--- src/include/charger_pkg.sv ---
// Constants for the charge-setting register bank: offsets, resets, field
// positions, decode steps and watchdog timing.
// Assumes a 10 MHz sys_clk and an I2C slave that presents byte-wide
// register reads and writes on the device's internal register port.
package charger_pkg;
   // Register offsets on the internal port
   localparam logic [7:0] ADDR_LIMIT = 8'h02;
   localparam logic [7:0] ADDR_PRETERM = 8'h03;
   localparam logic [7:0] ADDR_VBAT = 8'h04;
   localparam logic [7:0] ADDR_CTRL1 = 8'h05;
   // Reset values
   localparam logic [7:0] RST_LIMIT = 8'h91;
   localparam logic [7:0] RST_PRETERM = 8'h12;
   localparam logic [7:0] RST_VBAT = 8'h40;
   localparam logic [7:0] RST_CTRL1 = 8'h9E;
   // Bits the watchdog restores, per register
   localparam logic [7:0] WD_MASK_LIMIT = 8'h3F;
   localparam logic [7:0] WD_MASK_ALL = 8'hFF;
   // Field positions
   localparam int FULL_ON_BIT = 6;
   localparam int FAST_MSB = 5;
   localparam int PRE_MSB = 7;
   localparam int PRE_LSB = 4;
   localparam int TERM_MSB = 3;
   localparam int VBAT_MSB = 7;
   localparam int VBAT_LSB = 3;
   localparam int TOPOFF_MSB = 2;
   localparam int TOPOFF_LSB = 1;
   localparam int WD_MSB = 5;
   localparam int WD_LSB = 4;
   // Fast charge decode
   localparam logic [10:0] FAST_STEP_MA = 11'h014;
   localparam logic [5:0] FAST_LINEAR_TOP = 6'h3B;
   localparam logic [10:0] FAST_3C_MA = 11'h50A;
   localparam logic [10:0] FAST_3D_MA = 11'h550;
   localparam logic [10:0] FAST_3E_MA = 11'h596;
   localparam logic [10:0] FAST_3F_MA = 11'h5DC;
   // Precharge and termination decode
   localparam logic [8:0] SMALL_STEP_MA = 9'h014;
   localparam logic [3:0] SMALL_CLAMP_CODE = 4'hC;
   // Input switch threshold
   localparam logic [11:0] FULL_ON_LIMIT_MA = 12'h2BC;
   // Regulation voltage decode
   localparam logic [4:0] VBAT_LINEAR_FIRST = 5'h09;
   localparam logic [12:0] VBAT_LINEAR_BASE_MV = 13'h10CC;
   localparam logic [12:0] VBAT_STEP_MV = 13'h000A;
   localparam logic [12:0] VBAT_DEFAULT_MV = 13'h1068;
   // Top-off and recharge
   localparam logic [5:0] TOPOFF_STEP_MIN = 6'h0F;
   localparam logic [7:0] RECHG_LOW_MV = 8'h78;
   localparam logic [7:0] RECHG_HIGH_MV = 8'hD2;
   // Watchdog timing
   localparam int unsigned CLOCK_HZ = 10000000;
   localparam int unsigned TICK_S = 1;
   localparam int unsigned TICK_CYCLES_DEF = CLOCK_HZ * TICK_S;
   localparam logic [7:0] WD_40_S = 8'h28;
   localparam logic [7:0] WD_80_S = 8'h50;
   localparam logic [7:0] WD_160_S = 8'hA0;
endpackage

--- src/logic/charger_current_voltage_regs.sv ---
// Charge-setting register bank: four byte registers and their decoded
// currents, voltages and timer choices for the charging logic.
// Assumes the I2C slave gives one-cycle read/write strobes on sys_clk and
// the reset command arrives as a one-cycle pulse from the same domain.
`timescale 1ns/1ps
module charger_current_voltage_regs #(
   parameter int unsigned TICK_CYCLES = charger_pkg::TICK_CYCLES_DEF
) (
   input wire logic sys_clk,
   input wire logic reset_n,
   input wire logic [7:0] reg_addr,
   input wire logic [7:0] reg_wdata,
   input wire logic reg_write,
   input wire logic reg_read,
   input wire logic reg_reset_cmd,
   input wire logic charge_request,
   input wire logic buck_mode,
   input wire logic [11:0] input_current_limit_ma,
   output logic [7:0] rd_data_q,
   output logic [10:0] fast_charge_current_q,
   output logic charge_enable_q,
   output logic input_switch_full_on_q,
   output logic [8:0] precharge_current_q,
   output logic [8:0] termination_current_q,
   output logic [12:0] battery_regulation_voltage_q,
   output logic topoff_enable_q,
   output logic [5:0] topoff_duration_q,
   output logic [7:0] recharge_threshold_q,
   output logic [7:0] control_one_q,
   output logic watchdog_expired_q
);
   import charger_pkg::*;

   // Four-bit current with 20 mA offset, clamped at code 1100
   function automatic logic [8:0] small_current(input logic [3:0] c);
      logic [3:0] k;
      k = (c > SMALL_CLAMP_CODE) ? SMALL_CLAMP_CODE : c;
      small_current = SMALL_STEP_MA + SMALL_STEP_MA * {5'h00, k};
   endfunction

   // Fast charge code to milliamps
   function automatic logic [10:0] fast_current(input logic [5:0] c);
      case (c)
         6'h3C: fast_current = FAST_3C_MA;
         6'h3D: fast_current = FAST_3D_MA;
         6'h3E: fast_current = FAST_3E_MA;
         6'h3F: fast_current = FAST_3F_MA;
         default: fast_current = FAST_STEP_MA * {5'h00, c};
      endcase
   endfunction

   // Regulation voltage code to millivolts
   function automatic logic [12:0] vbat_mv(input logic [4:0] c);
      case (c)
         5'h00: vbat_mv = 13'h0DB0;
         5'h01: vbat_mv = 13'h0E10;
         5'h02: vbat_mv = 13'h0E70;
         5'h03: vbat_mv = 13'h0ED8;
         5'h04: vbat_mv = 13'h0F40;
         5'h05: vbat_mv = 13'h0FA0;
         5'h06: vbat_mv = 13'h1004;
         5'h07: vbat_mv = 13'h1036;
         5'h08: vbat_mv = VBAT_DEFAULT_MV;
         default: vbat_mv = VBAT_LINEAR_BASE_MV
            + VBAT_STEP_MV * {8'h00, c - VBAT_LINEAR_FIRST};
      endcase
   endfunction

   logic [7:0] limit_q; // Charge current limit register
   logic [7:0] preterm_q; // Precharge and termination register
   logic [7:0] vbat_q; // Battery voltage limit register
   logic [7:0] ctrl1_q; // Charger control one register
   logic wd_expire; // One-cycle watchdog expiry

   // Address decode
   wire logic hit_limit = (reg_addr == ADDR_LIMIT);
   wire logic hit_preterm = (reg_addr == ADDR_PRETERM);
   wire logic hit_vbat = (reg_addr == ADDR_VBAT);
   wire logic hit_ctrl1 = (reg_addr == ADDR_CTRL1);
   // Read mux; unmapped offsets read as zero
   wire logic [7:0] rd_mux = hit_limit ? limit_q : hit_preterm ? preterm_q
      : hit_vbat ? vbat_q : hit_ctrl1 ? ctrl1_q : 8'h00;

   // Reset command beats watchdog, watchdog beats a host write
   // Every input is an argument, so the assigns below wake on each change
   function automatic logic [7:0] next_val(input logic [7:0] cur,
      input logic [7:0] rst, input logic [7:0] wd_mask, input logic wr,
      input logic rcmd, input logic wdx, input logic [7:0] wd_data);
      if (rcmd) next_val = rst;
      else if (wdx) next_val = (cur & ~wd_mask) | (rst & wd_mask);
      else if (wr) next_val = wd_data;
      else next_val = cur;
   endfunction

   wire logic [7:0] limit_d = next_val(limit_q, RST_LIMIT, WD_MASK_LIMIT,
      reg_write && hit_limit, reg_reset_cmd, wd_expire, reg_wdata);
   wire logic [7:0] preterm_d = next_val(preterm_q, RST_PRETERM, WD_MASK_ALL,
      reg_write && hit_preterm, reg_reset_cmd, wd_expire, reg_wdata);
   wire logic [7:0] vbat_d = next_val(vbat_q, RST_VBAT, WD_MASK_ALL,
      reg_write && hit_vbat, reg_reset_cmd, wd_expire, reg_wdata);
   wire logic [7:0] ctrl1_d = next_val(ctrl1_q, RST_CTRL1, WD_MASK_ALL,
      reg_write && hit_ctrl1, reg_reset_cmd, wd_expire, reg_wdata);

   // Field extraction
   wire logic [5:0] fast_code = limit_q[FAST_MSB:0];
   wire logic [3:0] pre_code = preterm_q[PRE_MSB:PRE_LSB];
   wire logic [3:0] term_code = preterm_q[TERM_MSB:0];
   wire logic [4:0] vbat_code = vbat_q[VBAT_MSB:VBAT_LSB];
   wire logic [1:0] topoff_code = vbat_q[TOPOFF_MSB:TOPOFF_LSB];
   // forced full-on at or above 700 mA
   wire logic full_on_d = !buck_mode || limit_q[FULL_ON_BIT]
      || (input_current_limit_ma >= FULL_ON_LIMIT_MA);

   // Register storage
   always_ff @(posedge sys_clk or negedge reset_n) begin
      if (!reset_n) begin
         limit_q <= RST_LIMIT;
         preterm_q <= RST_PRETERM;
         vbat_q <= RST_VBAT;
         ctrl1_q <= RST_CTRL1;
      end else begin
         limit_q <= limit_d;
         preterm_q <= preterm_d;
         vbat_q <= vbat_d;
         ctrl1_q <= ctrl1_d;
      end
   end

   // Read data held until the next read
   always_ff @(posedge sys_clk or negedge reset_n) begin
      if (!reset_n) rd_data_q <= 8'h00;
      else if (reg_read) rd_data_q <= rd_mux;
   end

   // Decoded settings, one cycle behind the registers
   always_ff @(posedge sys_clk or negedge reset_n) begin
      if (!reset_n) begin
         fast_charge_current_q <= '0;
         charge_enable_q <= 1'b0;
         input_switch_full_on_q <= 1'b0;
         precharge_current_q <= '0;
         termination_current_q <= '0;
         battery_regulation_voltage_q <= '0;
         topoff_enable_q <= 1'b0;
         topoff_duration_q <= '0;
         recharge_threshold_q <= '0;
         control_one_q <= RST_CTRL1;
      end else begin
         fast_charge_current_q <= fast_current(fast_code);
         charge_enable_q <= charge_request && (fast_code != 6'h00);
         input_switch_full_on_q <= full_on_d;
         precharge_current_q <= small_current(pre_code);
         termination_current_q <= small_current(term_code);
         battery_regulation_voltage_q <= vbat_mv(vbat_code);
         topoff_enable_q <= (topoff_code != 2'b00);
         topoff_duration_q <= TOPOFF_STEP_MIN * {4'h0, topoff_code};
         recharge_threshold_q <= vbat_q[0] ? RECHG_HIGH_MV : RECHG_LOW_MV;
         control_one_q <= ctrl1_q;
      end
   end

   host_watchdog #(.TICK_CYCLES(TICK_CYCLES)) u_wd (
      .sys_clk(sys_clk),
      .reset_n(reset_n),
      .wd_setting(ctrl1_q[WD_MSB:WD_LSB]),
      .kick(reg_write || reg_read || reg_reset_cmd),
      .expire_q(wd_expire)
   );
   assign watchdog_expired_q = wd_expire;

   property p_fast_linear;
      @(posedge sys_clk) disable iff (!reset_n)
      (fast_code <= FAST_LINEAR_TOP) |=>
         (fast_charge_current_q == FAST_STEP_MA * {5'h00, $past(fast_code)});
   endproperty
   a_fast_linear: assert property (p_fast_linear)
      else $error("fast charge linear decode wrong");

   property p_fast_top;
      @(posedge sys_clk) disable iff (!reset_n)
      (fast_code == 6'h3F) |=> (fast_charge_current_q == FAST_3F_MA);
   endproperty
   a_fast_top: assert property (p_fast_top)
      else $error("top fast charge code not 1500 mA");

   property p_zero_blocks;
      @(posedge sys_clk) disable iff (!reset_n)
      (fast_code == 6'h00) |=> !charge_enable_q;
   endproperty
   a_zero_blocks: assert property (p_zero_blocks)
      else $error("charging enabled with zero current");

   property p_full_on_high;
      @(posedge sys_clk) disable iff (!reset_n)
      (buck_mode && input_current_limit_ma >= FULL_ON_LIMIT_MA) |=> input_switch_full_on_q;
   endproperty
   a_full_on_high: assert property (p_full_on_high)
      else $error("switch not full on above threshold");

   property p_pre_clamp;
      @(posedge sys_clk) disable iff (!reset_n)
      (pre_code > SMALL_CLAMP_CODE) |=> (precharge_current_q == small_current(SMALL_CLAMP_CODE));
   endproperty
   a_pre_clamp: assert property (p_pre_clamp)
      else $error("precharge current not clamped");

   property p_term_clamp;
      @(posedge sys_clk) disable iff (!reset_n)
      (term_code > SMALL_CLAMP_CODE) |=> (termination_current_q == 9'h104);
   endproperty
   a_term_clamp: assert property (p_term_clamp)
      else $error("termination current not clamped");

   property p_reset_default_vbat;
      @(posedge sys_clk) disable iff (!reset_n)
      reg_reset_cmd |=> (vbat_q == RST_VBAT) ##1 (battery_regulation_voltage_q == VBAT_DEFAULT_MV);
   endproperty
   a_reset_default_vbat: assert property (p_reset_default_vbat)
      else $error("regulation voltage default wrong");

   property p_vbat_top;
      @(posedge sys_clk) disable iff (!reset_n)
      (vbat_code == 5'h1F) |=> (battery_regulation_voltage_q == 13'h11A8);
   endproperty
   a_vbat_top: assert property (p_vbat_top)
      else $error("top regulation code not 4.520 V");

   property p_wd_keeps_full_on;
      @(posedge sys_clk) disable iff (!reset_n)
      (wd_expire && !reg_reset_cmd) |=> (limit_q[FULL_ON_BIT] == $past(limit_q[FULL_ON_BIT]))
         && (preterm_q == RST_PRETERM);
   endproperty
   a_wd_keeps_full_on: assert property (p_wd_keeps_full_on)
      else $error("watchdog restore wrong");
endmodule

--- src/logic/host_watchdog.sv ---
// Host watchdog: counts whole seconds since the last register access.
// Assumes kick comes from logic on sys_clk; one-second ticks come from
// an internal prescaler enable.
`timescale 1ns/1ps
module host_watchdog #(
   parameter int unsigned TICK_CYCLES = charger_pkg::TICK_CYCLES_DEF
) (
   input wire logic sys_clk,
   input wire logic reset_n,
   input wire logic [1:0] wd_setting,
   input wire logic kick,
   output logic expire_q
);
   import charger_pkg::*;
   localparam int PW = $clog2(TICK_CYCLES + 1);
   localparam logic [PW-1:0] TICK_LAST = PW'(TICK_CYCLES - 1);

   // Timeout in seconds for a setting; zero means disabled
   function automatic logic [7:0] wd_seconds(input logic [1:0] s);
      case (s)
         2'b01: wd_seconds = WD_40_S;
         2'b10: wd_seconds = WD_80_S;
         2'b11: wd_seconds = WD_160_S;
         default: wd_seconds = 8'h00;
      endcase
   endfunction

   logic [PW-1:0] pre_q; // Prescaler toward one second
   logic [7:0] sec_q; // Whole seconds elapsed
   wire logic [7:0] limit_s = wd_seconds(wd_setting);
   wire logic enabled = (limit_s != 8'h00);
   wire logic tick = (pre_q == TICK_LAST);
   // Last second ending; expiry pulses for exactly one cycle
   wire logic hit = enabled && tick && (sec_q == limit_s - 8'h01);

   // Prescaler and second counter restart on any host access
   always_ff @(posedge sys_clk or negedge reset_n) begin
      if (!reset_n) begin
         pre_q <= '0;
         sec_q <= 8'h00;
      end else if (kick || !enabled || hit) begin
         pre_q <= '0;
         sec_q <= 8'h00;
      end else if (tick) begin
         pre_q <= '0;
         sec_q <= sec_q + 8'h01;
      end else begin
         pre_q <= pre_q + PW'(1);
      end
   end

   always_ff @(posedge sys_clk or negedge reset_n) begin
      if (!reset_n) expire_q <= 1'b0;
      else expire_q <= hit && !kick;
   end

   property p_wd_off_quiet;
      @(posedge sys_clk) disable iff (!reset_n)
      (wd_setting == 2'b00) [*2] |-> !expire_q;
   endproperty
   a_wd_off_quiet: assert property (p_wd_off_quiet)
      else $error("watchdog expired while disabled");
endmodule

--- config.mk ---
export PLATFORM = sky130hd
export DESIGN_NAME = charger_current_voltage_regs
export DESIGN_NICKNAME = d
export VERILOG_FILES = /design/src/include/charger_pkg.sv /design/src/logic/charger_current_voltage_regs.sv /design/src/logic/host_watchdog.sv
export SDC_FILE = /design/constraint.sdc
export NUM_CORES = 1
export LEC_CHECK = 0
export ABC_CLOCK_PERIOD_IN_PS = 6250
export BUFFER_PORTS_ARGS = -buffer_cell sky130_fd_sc_hd__buf_4
export CELL_PAD_IN_SITES_DETAIL_PLACEMENT = 1
export CELL_PAD_IN_SITES_GLOBAL_PLACEMENT = 1
export CORE_ASPECT_RATIO = 0.5
export CORE_UTILIZATION = 47
export CTS_CLUSTER_SIZE = 14
export DETAILED_ROUTE_END_ITERATION = 8
export MAX_ROUTING_LAYER = met4
export PLACE_DENSITY = 0.83
export REMOVE_ABC_BUFFERS = 1
export SLEW_MARGIN = 10
export SYNTH_ARGS = -nofsm -noshare
export SYNTH_HDL_FRONTEND = slang
export SYNTH_SLANG_ARGS = --single-unit
--- constraint.sdc ---
create_clock -name sys_clk -period 6.25 [get_ports sys_clk]
set_clock_uncertainty 0.1 [all_clocks]
set_input_delay 0.3125 -clock sys_clk [delete_from_list [all_inputs] [get_ports sys_clk]]
set_output_delay 0.3125 -clock sys_clk [all_outputs]
set_load 0.05 [all_outputs]
==> reports/results.md, run 1 <==
### Status
- status: completed

### Floorplanning
- number of I/O pins: 111
- area of the core: 0.0130 mm^2
- die outline height: 84.8 um
- Die Area: 0.0142 mm^2
- number of placement rows: 29
- Die Wd: 168 um
- starting utilization of the core area: 49.4%

### Placed design
- GP Congestion: 0.786
- IO buf count: 100
- total half-perimeter wirelength after legalization and detailed placement: 12000 um
- cell area after placement: 0.00725 mm^2
- Placed Cells: 875

### Setup path
- kind of critical path: flop to flop
- category of the worst setup path launch point: flop
- startpoint of the worst setup timing path: vbat_q[3]$_DFFE_PN0P_
- CP cell instances: inv_1 -> ha_1 -> nor2b_1 -> or3_1 -> and2_1 -> ha_1 -> fa_1 -> xor3_1 -> o21ai_0 -> xnor3_1 -> a21oi_1
- cell type of the slowest stage on the worst timing path: dfrtp_1
- setup slack of the most critical reg-to-reg path: 2.29 ns
- RR Endpoint: battery_regulation_voltage_q[7]$_DFF_PN0_
- cells on worst reg2reg path: 11
- kind of cell adding the most delay to the critical path: adder cells
- most repeated library cell on the critical path: ha_1
- Req. time, crit path: 6.50 ns
- worst path bufs/invs: 1
- highest cell delay on the worst timing path: 0.50 ns
- crit path DAT: 4.20 ns
- worst-path fanout max: 10
- FF-to-FF Start: vbat_q[3]$_DFFE_PN0P_
- kind of end point of the critical path: flop

### Route
- residual DRC count: 0
- highest routed metal layer: met4
- count of routing violations after the opening detailed-route iteration: 233
- drt pass-1 iters: 5
- via count of the routed design: 5155
- Metal-1 WL: 8260 um
- routed length on met2: 9640 um
- post-detailed-route via-to-cell ratio: 5.68
- routed wire length: 19000 um
- detail-routed net length per standard cell: 20.9 um
- count of antenna-violating nets left after detailed routing: 0
- Routed met3 length: 764 um

### Min path
- hold path endpoint: input_switch_full_on_q$_DFF_PN0_
- Hold Startpoint: input_current_limit_ma[11]
- worst hold path stage count: 3
- type of the tightest min-delay check: primary input to flop

### Pwr
- total power density per cell area: 241 mW/mm^2
- total design power: 1.89 mW
- leakage: 3.61 nW
- maximum VDD drop: 0.000219 V

### Logic synthesis
- fraction of synthesis flops using an asynchronous set or reset pin: 100%
- most common flop cell mapped by yosys: dfrtp_1
- number of synthesized flops with an enable pin: 0
- area fraction of the dominant cell type after synthesis: 42.7%
- netlist area before placement: 0.00644 mm^2
- sequential-to-total area share from yosys stat: 49.3%
- synthesized instance count: 634
- number of synthesized register bits: 126
- largest area contributor in the synthesized netlist: dfrtp_1
- Post-Syn Area per Cell: 10.2 um^2
- top area cells in the synthesized netlist: dfrtp_1 43%, ha_1 6.8%, dfstp_2 6.5%
- number of warnings issued by yosys: 0
- synth unique cells: 56

### Timing
- Slew Limit Headroom: 38.6%
- slew of the pin with the lowest slew margin: 0.914 ns
- period utilization: 63.3%
- max frequency: 253 MHz
- number of max-slew violations in the final report: 0
- setup-violating endpoint count in the final report: 0
- time the worst path needs with I/O delays and setup: 3.96 ns
- summed negative setup slack over all endpoints: 0 ns
- unrepaired setup endpoints after global routing: false
- Final Hold Viols: 0

### CTS
- clock root buffer: clkbuf_16
- number of clock sinks: 126
- clock buffers created by TritonCTS: 17
- buffer depth of the longest clock path: 2
- Clock Pin Slew Worst Setup and Hold Paths: 0.06 ns
- CTS tree: built
- H-tree depth: 4
- Clk Latency, worst-skew pair: 0.43 ns

### Global routing
- pin count of the biggest net entering global routing: 68
- all-layer global routing usage: 29.5%
- first-pass GRT wire length: 31000 um
- initial antenna violation count: 0
- vias in the first global route: 5675
- Overflow after GRT: 0

### Final layout
- post-layout net count: 799
- antenna cells: 0
- summed area of non-filler cells in the final layout: 0.00782 mm^2
- fraction of final layout cells with drive strength greater than 1: 23.3%
- number of non-filler instances in the completed layout: 908
- Layout Area Growth over Synthesis: 21.4%

### Job
- number of max-cap violations: 0

kinds of logic after synthesis:
logic type	share of synthesized area (%)
compound gates	8.12
xor+xnor	7.11
fa+ha+maj	8.04
buf+inv	4.92
flops	49.3
mux	4.57
other cells	0.117
simple gates	17.9
cells in the mapped netlist (14+ instances only):
master	instances
mux2i_1	17
buf_4	14
ha_1	35
nor2_1	61
nand3_1	34
xor2_1	14
a21oi_1	28
dfrtp_1	110
xnor2_1	33
inv_1	28
clkbuf_1	18
nand2_1	62
o21ai_0	28
dfstp_2	16
flip-flops by register name, indices dropped and copies added (netlist names):
signal and count:
control_one_q 8, ctrl1_q 8, battery_regulation_voltage_q 11, input_switch_full_on_q 1, vbat_q 8, charge_enable_q 1
precharge_current_q 7, preterm_q 8, u_wd.expire_q 1, u_wd.pre_q 24, topoff_duration_q 5, termination_current_q 7
u_wd.sec_q 8, recharge_threshold_q 3, rd_data_q 8, limit_q 8, fast_charge_current_q 10
timing repair:
action	CTS	global route
endpoints found under the setup margin	0	0
gates resized for setup	0	0
buffers inserted	0	0
hold buffers	1	0
hold endpoints to repair	61	0
routing by layer:
metal	GRT usage (%)	vias to the layer above
li1	-	2337
met3	5.09	42
met5	-	-
met2	51.0	147
met4	9.17	0
met1	35.4	2629
cell usage in the layout (no fill, tap or decap), drive strengths merged, types with 9 or more instances in the layout:
master / count
a21oi: 28
a31oi: 10
buf: 104
clkbuf: 18
conb: 9
dfrtp: 110
dfstp: 16
ha: 35
inv: 33
mux2: 11
mux2i: 17
nand2: 62
nand3: 34
nor2: 61
nor3: 13
nor4: 13
o21ai: 28
xnor2: 33
xor2: 14
power by group:
group	total [mW]	switching, mW	internal [mW]	leakage (nW)
logic	0.0898	0.0643	0.0255	1.72
registers	0.821	0.00197	0.819	1.62
clock network	0.976	0.421	0.555	0.271
stage by stage:
stage	utilization [%]	hold WS (ns)	worst slack, ns
after detailed placement	55.6	0.269	2.36
after global routing	60.0	0.0214	2.12
after global placement	55.6	0.267	2.51
after CTS	60.0	0.00200	2.28
final	60.0	0.0116	2.29
after floorplan	-	-0.0831	2.77
tightest hold or removal path: cells and delay by family:
kind / cells / cell delay (ns)
buffers and inverters: 1 / 0.08
AOI/OAI and AO/OA: 1 / 0.07
and+or+nand+nor: 1 / 0.04
how the worst max path moves through the flow:
stage | to | slack (ns) | cells after the start
after floorplan | battery_regulation_voltage_q[7]$_DFF_PN0_ | 2.77 | 11
after global placement | battery_regulation_voltage_q[7]$_DFF_PN0_ | 2.51 | 11
after detailed placement | battery_regulation_voltage_q[7]$_DFF_PN0_ | 2.36 | 11
after CTS | battery_regulation_voltage_q[7]$_DFF_PN0_ | 2.28 | 11
after global routing | battery_regulation_voltage_q[7]$_DFF_PN0_ | 2.12 | 11
final | battery_regulation_voltage_q[7]$_DFF_PN0_ | 2.29 | 11
final cells by class:
type	count	area (um^2)
inverter	28	105
sequential	126	3170
clock inverter	14	134
fill	1415	5200
timing repair buffer	105	791
tap	170	213
multi-input combinational	447	2980
clock buffer	18	429
Note: power is estimated with default switching activity, not from simulation.
==> run 2: changes to the inputs <==
Settings changed: ABC_AREA from default to 1, ABC_CLOCK_PERIOD_IN_PS 6250 to 3770, CORE_UTILIZATION 47 to 42, PLACE_DENSITY 0.83 to 0.78.
Clock period 6.25 ns to 3.77 ns, I/O delays scaled along.
==> run 2 against run 1 <==
Effect of this change: routed wire length down 5.9%; synthesized area up 0.39%; sequential power up 88%; global-route usage down 4.5 points; critical path type unchanged; clock power up 74%; combinational power rose to 10 times the previous value; synthesized cell count up 17%; non-clock buffer count up 9; maximum frequency up 22%; via count up 6.4%; sequential share of layout area down 1.3 points; first-iteration DRC count up 25%.
==> reports/results.md, run 2 <==
### Timing
- Slew Limit Headroom: 50.4%, +12 points
- slew of the pin with the lowest slew margin: 0.737 ns, -0.177 ns
- unrepaired setup endpoints after global routing: false
- period utilization: 85.8%, +22 points
- time the worst path needs with I/O delays and setup: 3.23 ns, -0.723 ns
- summed negative setup slack over all endpoints: 0 ns, unchanged
- number of max-slew violations in the final report: 0, unchanged
- Final Hold Viols: 0, unchanged
- max frequency: 309 MHz, +22%
- setup-violating endpoint count in the final report: 0, unchanged
- Fin Hold WS: 0.0316 ns, +0.0199 ns

### Logic synthesis
- fraction of synthesis flops using an asynchronous set or reset pin: 100%, unchanged
- number of synthesized flops with an enable pin: 0, unchanged
- synthesized instance count: 744, +17%
- most common flop cell mapped by yosys: dfrtp_1
- cell with the most instances after synthesis: nand2_1
- synth unique cells: 42, -25%
- most instantiated cells after synthesis: 142 x nand2_1, 110 x dfrtp_1, 92 x inv_1, 91 x nor2_1, 41 x nand3_1
- top area cells in the synthesized netlist: dfrtp_1 43%, nand2_1 8.2%, ha_1 6.8%
- sequential-to-total area share from yosys stat: 49.1%, -0.19 points
- netlist area before placement: 0.00646 mm^2, +0.39%
- number of synthesized register bits: 126, unchanged
- area fraction of the dominant cell type after synthesis: 42.6%, -0.17 points
- number of warnings issued by yosys: 0, unchanged
- largest area contributor in the synthesized netlist: dfrtp_1
- Post-Syn Area per Cell: 8.69 um^2, -14%

### Setup path
- highest cell delay on the worst timing path: 0.59 ns, +0.09 ns
- crit path DAT: 3.42 ns, -0.78 ns
- setup slack of the most critical reg-to-reg path: 0.54 ns, -1.76 ns
- cell type of the slowest stage on the worst timing path: fa_1
- worst-path fanout max: 7, -3
- most repeated library cell on the critical path: nand2_1
- Req. time, crit path: 3.95 ns, -2.55 ns
- kind of critical path: flop to flop
- kind of end point of the critical path: flop
- CP cell instances: inv_1 -> ha_1 -> nand2_1 -> nand2_1 -> xor2_1 -> inv_1 -> ha_1 -> fa_1 -> nand2_1 -> nor2_1 -> nor2_1 -> o21ai_0 -> nand3_1
- category of the worst setup path launch point: flop

### Final layout
- number of non-filler instances in the completed layout: 1069, +18%
- commonest cells after routing, fill and taps aside: 142 x nand2_1, 110 x dfrtp_1, 102 x buf_4, 92 x inv_1, 91 x nor2_1
- antenna cells: 0, unchanged
- Layout Area Growth over Synthesis: 25.0%
- register ranked first by flip-flop count: u_wd.pre_q
- fraction of final layout cells with drive strength greater than 1: 18.6%, -4.7 points
- final core utilization: 54.8%, -5.2 points
- post-layout net count: 932, +17%
- leading registers by flop count: u_wd.pre_q x24, battery_regulation_voltage_q x11, fast_charge_current_q x10
- Fill cells: 1753, +24%
- commonest non-fill, non-tap cell in the layout: nand2_1
- max reg flops: 24, unchanged

### CTS
- number of post-CTS setup repair buffers: 0, unchanged
- H-tree depth: 4, unchanged
- buffer depth of the longest clock path: 2, unchanged
- clock buffers created by TritonCTS: 17, unchanged
- Clk Latency, worst-skew pair: 0.42 ns, about the same
- CTS tree: built
- Clock Pin Slew Worst Setup and Hold Paths: 0.06 ns, about the same
- clock root buffer: clkbuf_16
- number of clock sinks: 126, unchanged

### Global routing
- vias in the first global route: 6022, +6.1%
- first-pass GRT wire length: 30200 um, -2.5%
- pin count of the biggest net entering global routing: 107, +57%
- initial antenna violation count: 0, unchanged
- all-layer global routing usage: 25.0%, -4.5 points
- Overflow after GRT: 0, unchanged

### Floorplanning
- number of placement rows: 31, +6.9%
- area of the core: 0.0147 mm^2, +13%
- die outline height: 89.7 um, +5.9%
- starting utilization of the core area: 43.9%, -5.6 points
- Die Area: 0.0159 mm^2, +12%
- number of I/O pins: 111, unchanged
- Die Wd: 177 um, +5.9%

### Status
- status: completed

### Route
- routed wire length: 17900 um, -5.9%
- post-detailed-route via-to-cell ratio: 5.13, -9.6%
- drt pass-1 iters: 4, -1
- via count of the routed design: 5487, +6.4%
- detail-routed net length per standard cell: 16.7 um, -20%
- count of routing violations after the opening detailed-route iteration: 292, +25%
- residual DRC count: 0, unchanged
- count of antenna-violating nets left after detailed routing: 0, unchanged

### Min path
- type of the tightest min-delay check: primary input to flop

### Pwr
- leakage: 3.91 nW, +8.3%
- maximum VDD drop: 0.000324 V, +48%
- total power density per cell area: 514 mW/mm^2, +110%

### Job
- number of max-cap violations: 0, unchanged

### Placed design
- GP Congestion: 0.842, +7.2%
- Placed Cells: 1026, +17%
- total half-perimeter wirelength after legalization and detailed placement: 13000 um, +8.5%
- IO buf count: 100, unchanged

-- run 2: layout make-up --
cell class              instances  area (um^2)  area share, %
flip-flops and latches        126         3170           39.3
multi-input cells             504         2800           34.6
repair buffers                114          896           11.1
clock buffers                  20          447           5.53
inverters                      95          357           4.41
well taps                     198          248           3.07
clock inverters                12          161           2.00
-- run 2: cells by family (layout without fill, tap and decap cells) --
group | count (synthesis) | after routing | share of synthesized area (%)
AOI/OAI and AO/OA | 95 | 95 | 8.34
other | 2 | 9 | 0.116
and+or+nand+nor | 326 | 326 | 21.7
adders and majority gates | 39 | 39 | 8.01
xor gates and xnor gates | 35 | 35 | 4.74
DFF | 126 | 126 | 49.1
buffers and inverters | 121 | 241 | 8.03
-- run 2: worst paths after layout --
kind	startpoint	depth (start not counted)	end
worst max-delay path	vbat_q[3]$_DFFE_PN0P_	13	battery_regulation_voltage_q[6]$_DFF_PN0_
worst min-delay path	reg_write	4	ctrl1_q[7]$_DFFE_PN1P_
worst max register to register	vbat_q[3]$_DFFE_PN0P_	13	battery_regulation_voltage_q[6]$_DFF_PN0_
worst min register to register	ctrl1_q[3]$_DFFE_PN1P_	0	control_one_q[3]$_DFF_PN1_
max in group asynchronous	reset_n	3	battery_regulation_voltage_q[12]$_DFF_PN0_
min in group asynchronous	reset_n	2	u_wd.pre_q[2]$_DFF_PN0_
-- run 2: power by group --
group / total, mW / internal [mW] / switching, mW
Clock: 1.70 / 1.06 / 0.641
Sequential: 1.54 / 1.47 / 0.0705
Combinational: 0.913 / 0.284 / 0.629
-- run 2: critical path: cells and delay by family, from the launching register on --
family,cells,cell delay (ns)
DFF,1,0.44
and+or+nand+nor,6,0.58
xor gates and xnor gates,1,0.27
AOI/OAI and AO/OA,1,0.21
buffers and inverters,2,0.34
adders and majority gates,3,1.14
-- run 2: layer usage --
layer  share of wire [%]  GRT usage [%]  vias to the layer above
li1                    -              -                     2613
met1                  43           30.0                     2719
met2                  51           42.3                      133
met3                 4.1           5.08                       22
met4                 1.5           7.91                        0
met5                   0              -                        -
-- run 2: per-stage QoR --
stage	power [mW]	setup slack, ns	instance area, um^2
3_3_place_gp	2.43	0.759	7360
4_1_cts	4.19	0.562	8080
6_report	4.15	0.537	8080
2_1_floorplan	2.15	1.07	6330
3_5_place_dp	2.47	0.630	7360
5_1_grt	4.34	0.292	8080
-- run 2: timing repair --
action / in CTS / in global routing
resized for setup: 0 / 0
hold buffers: 11 / 0
hold endpoints to repair: 34 / 0
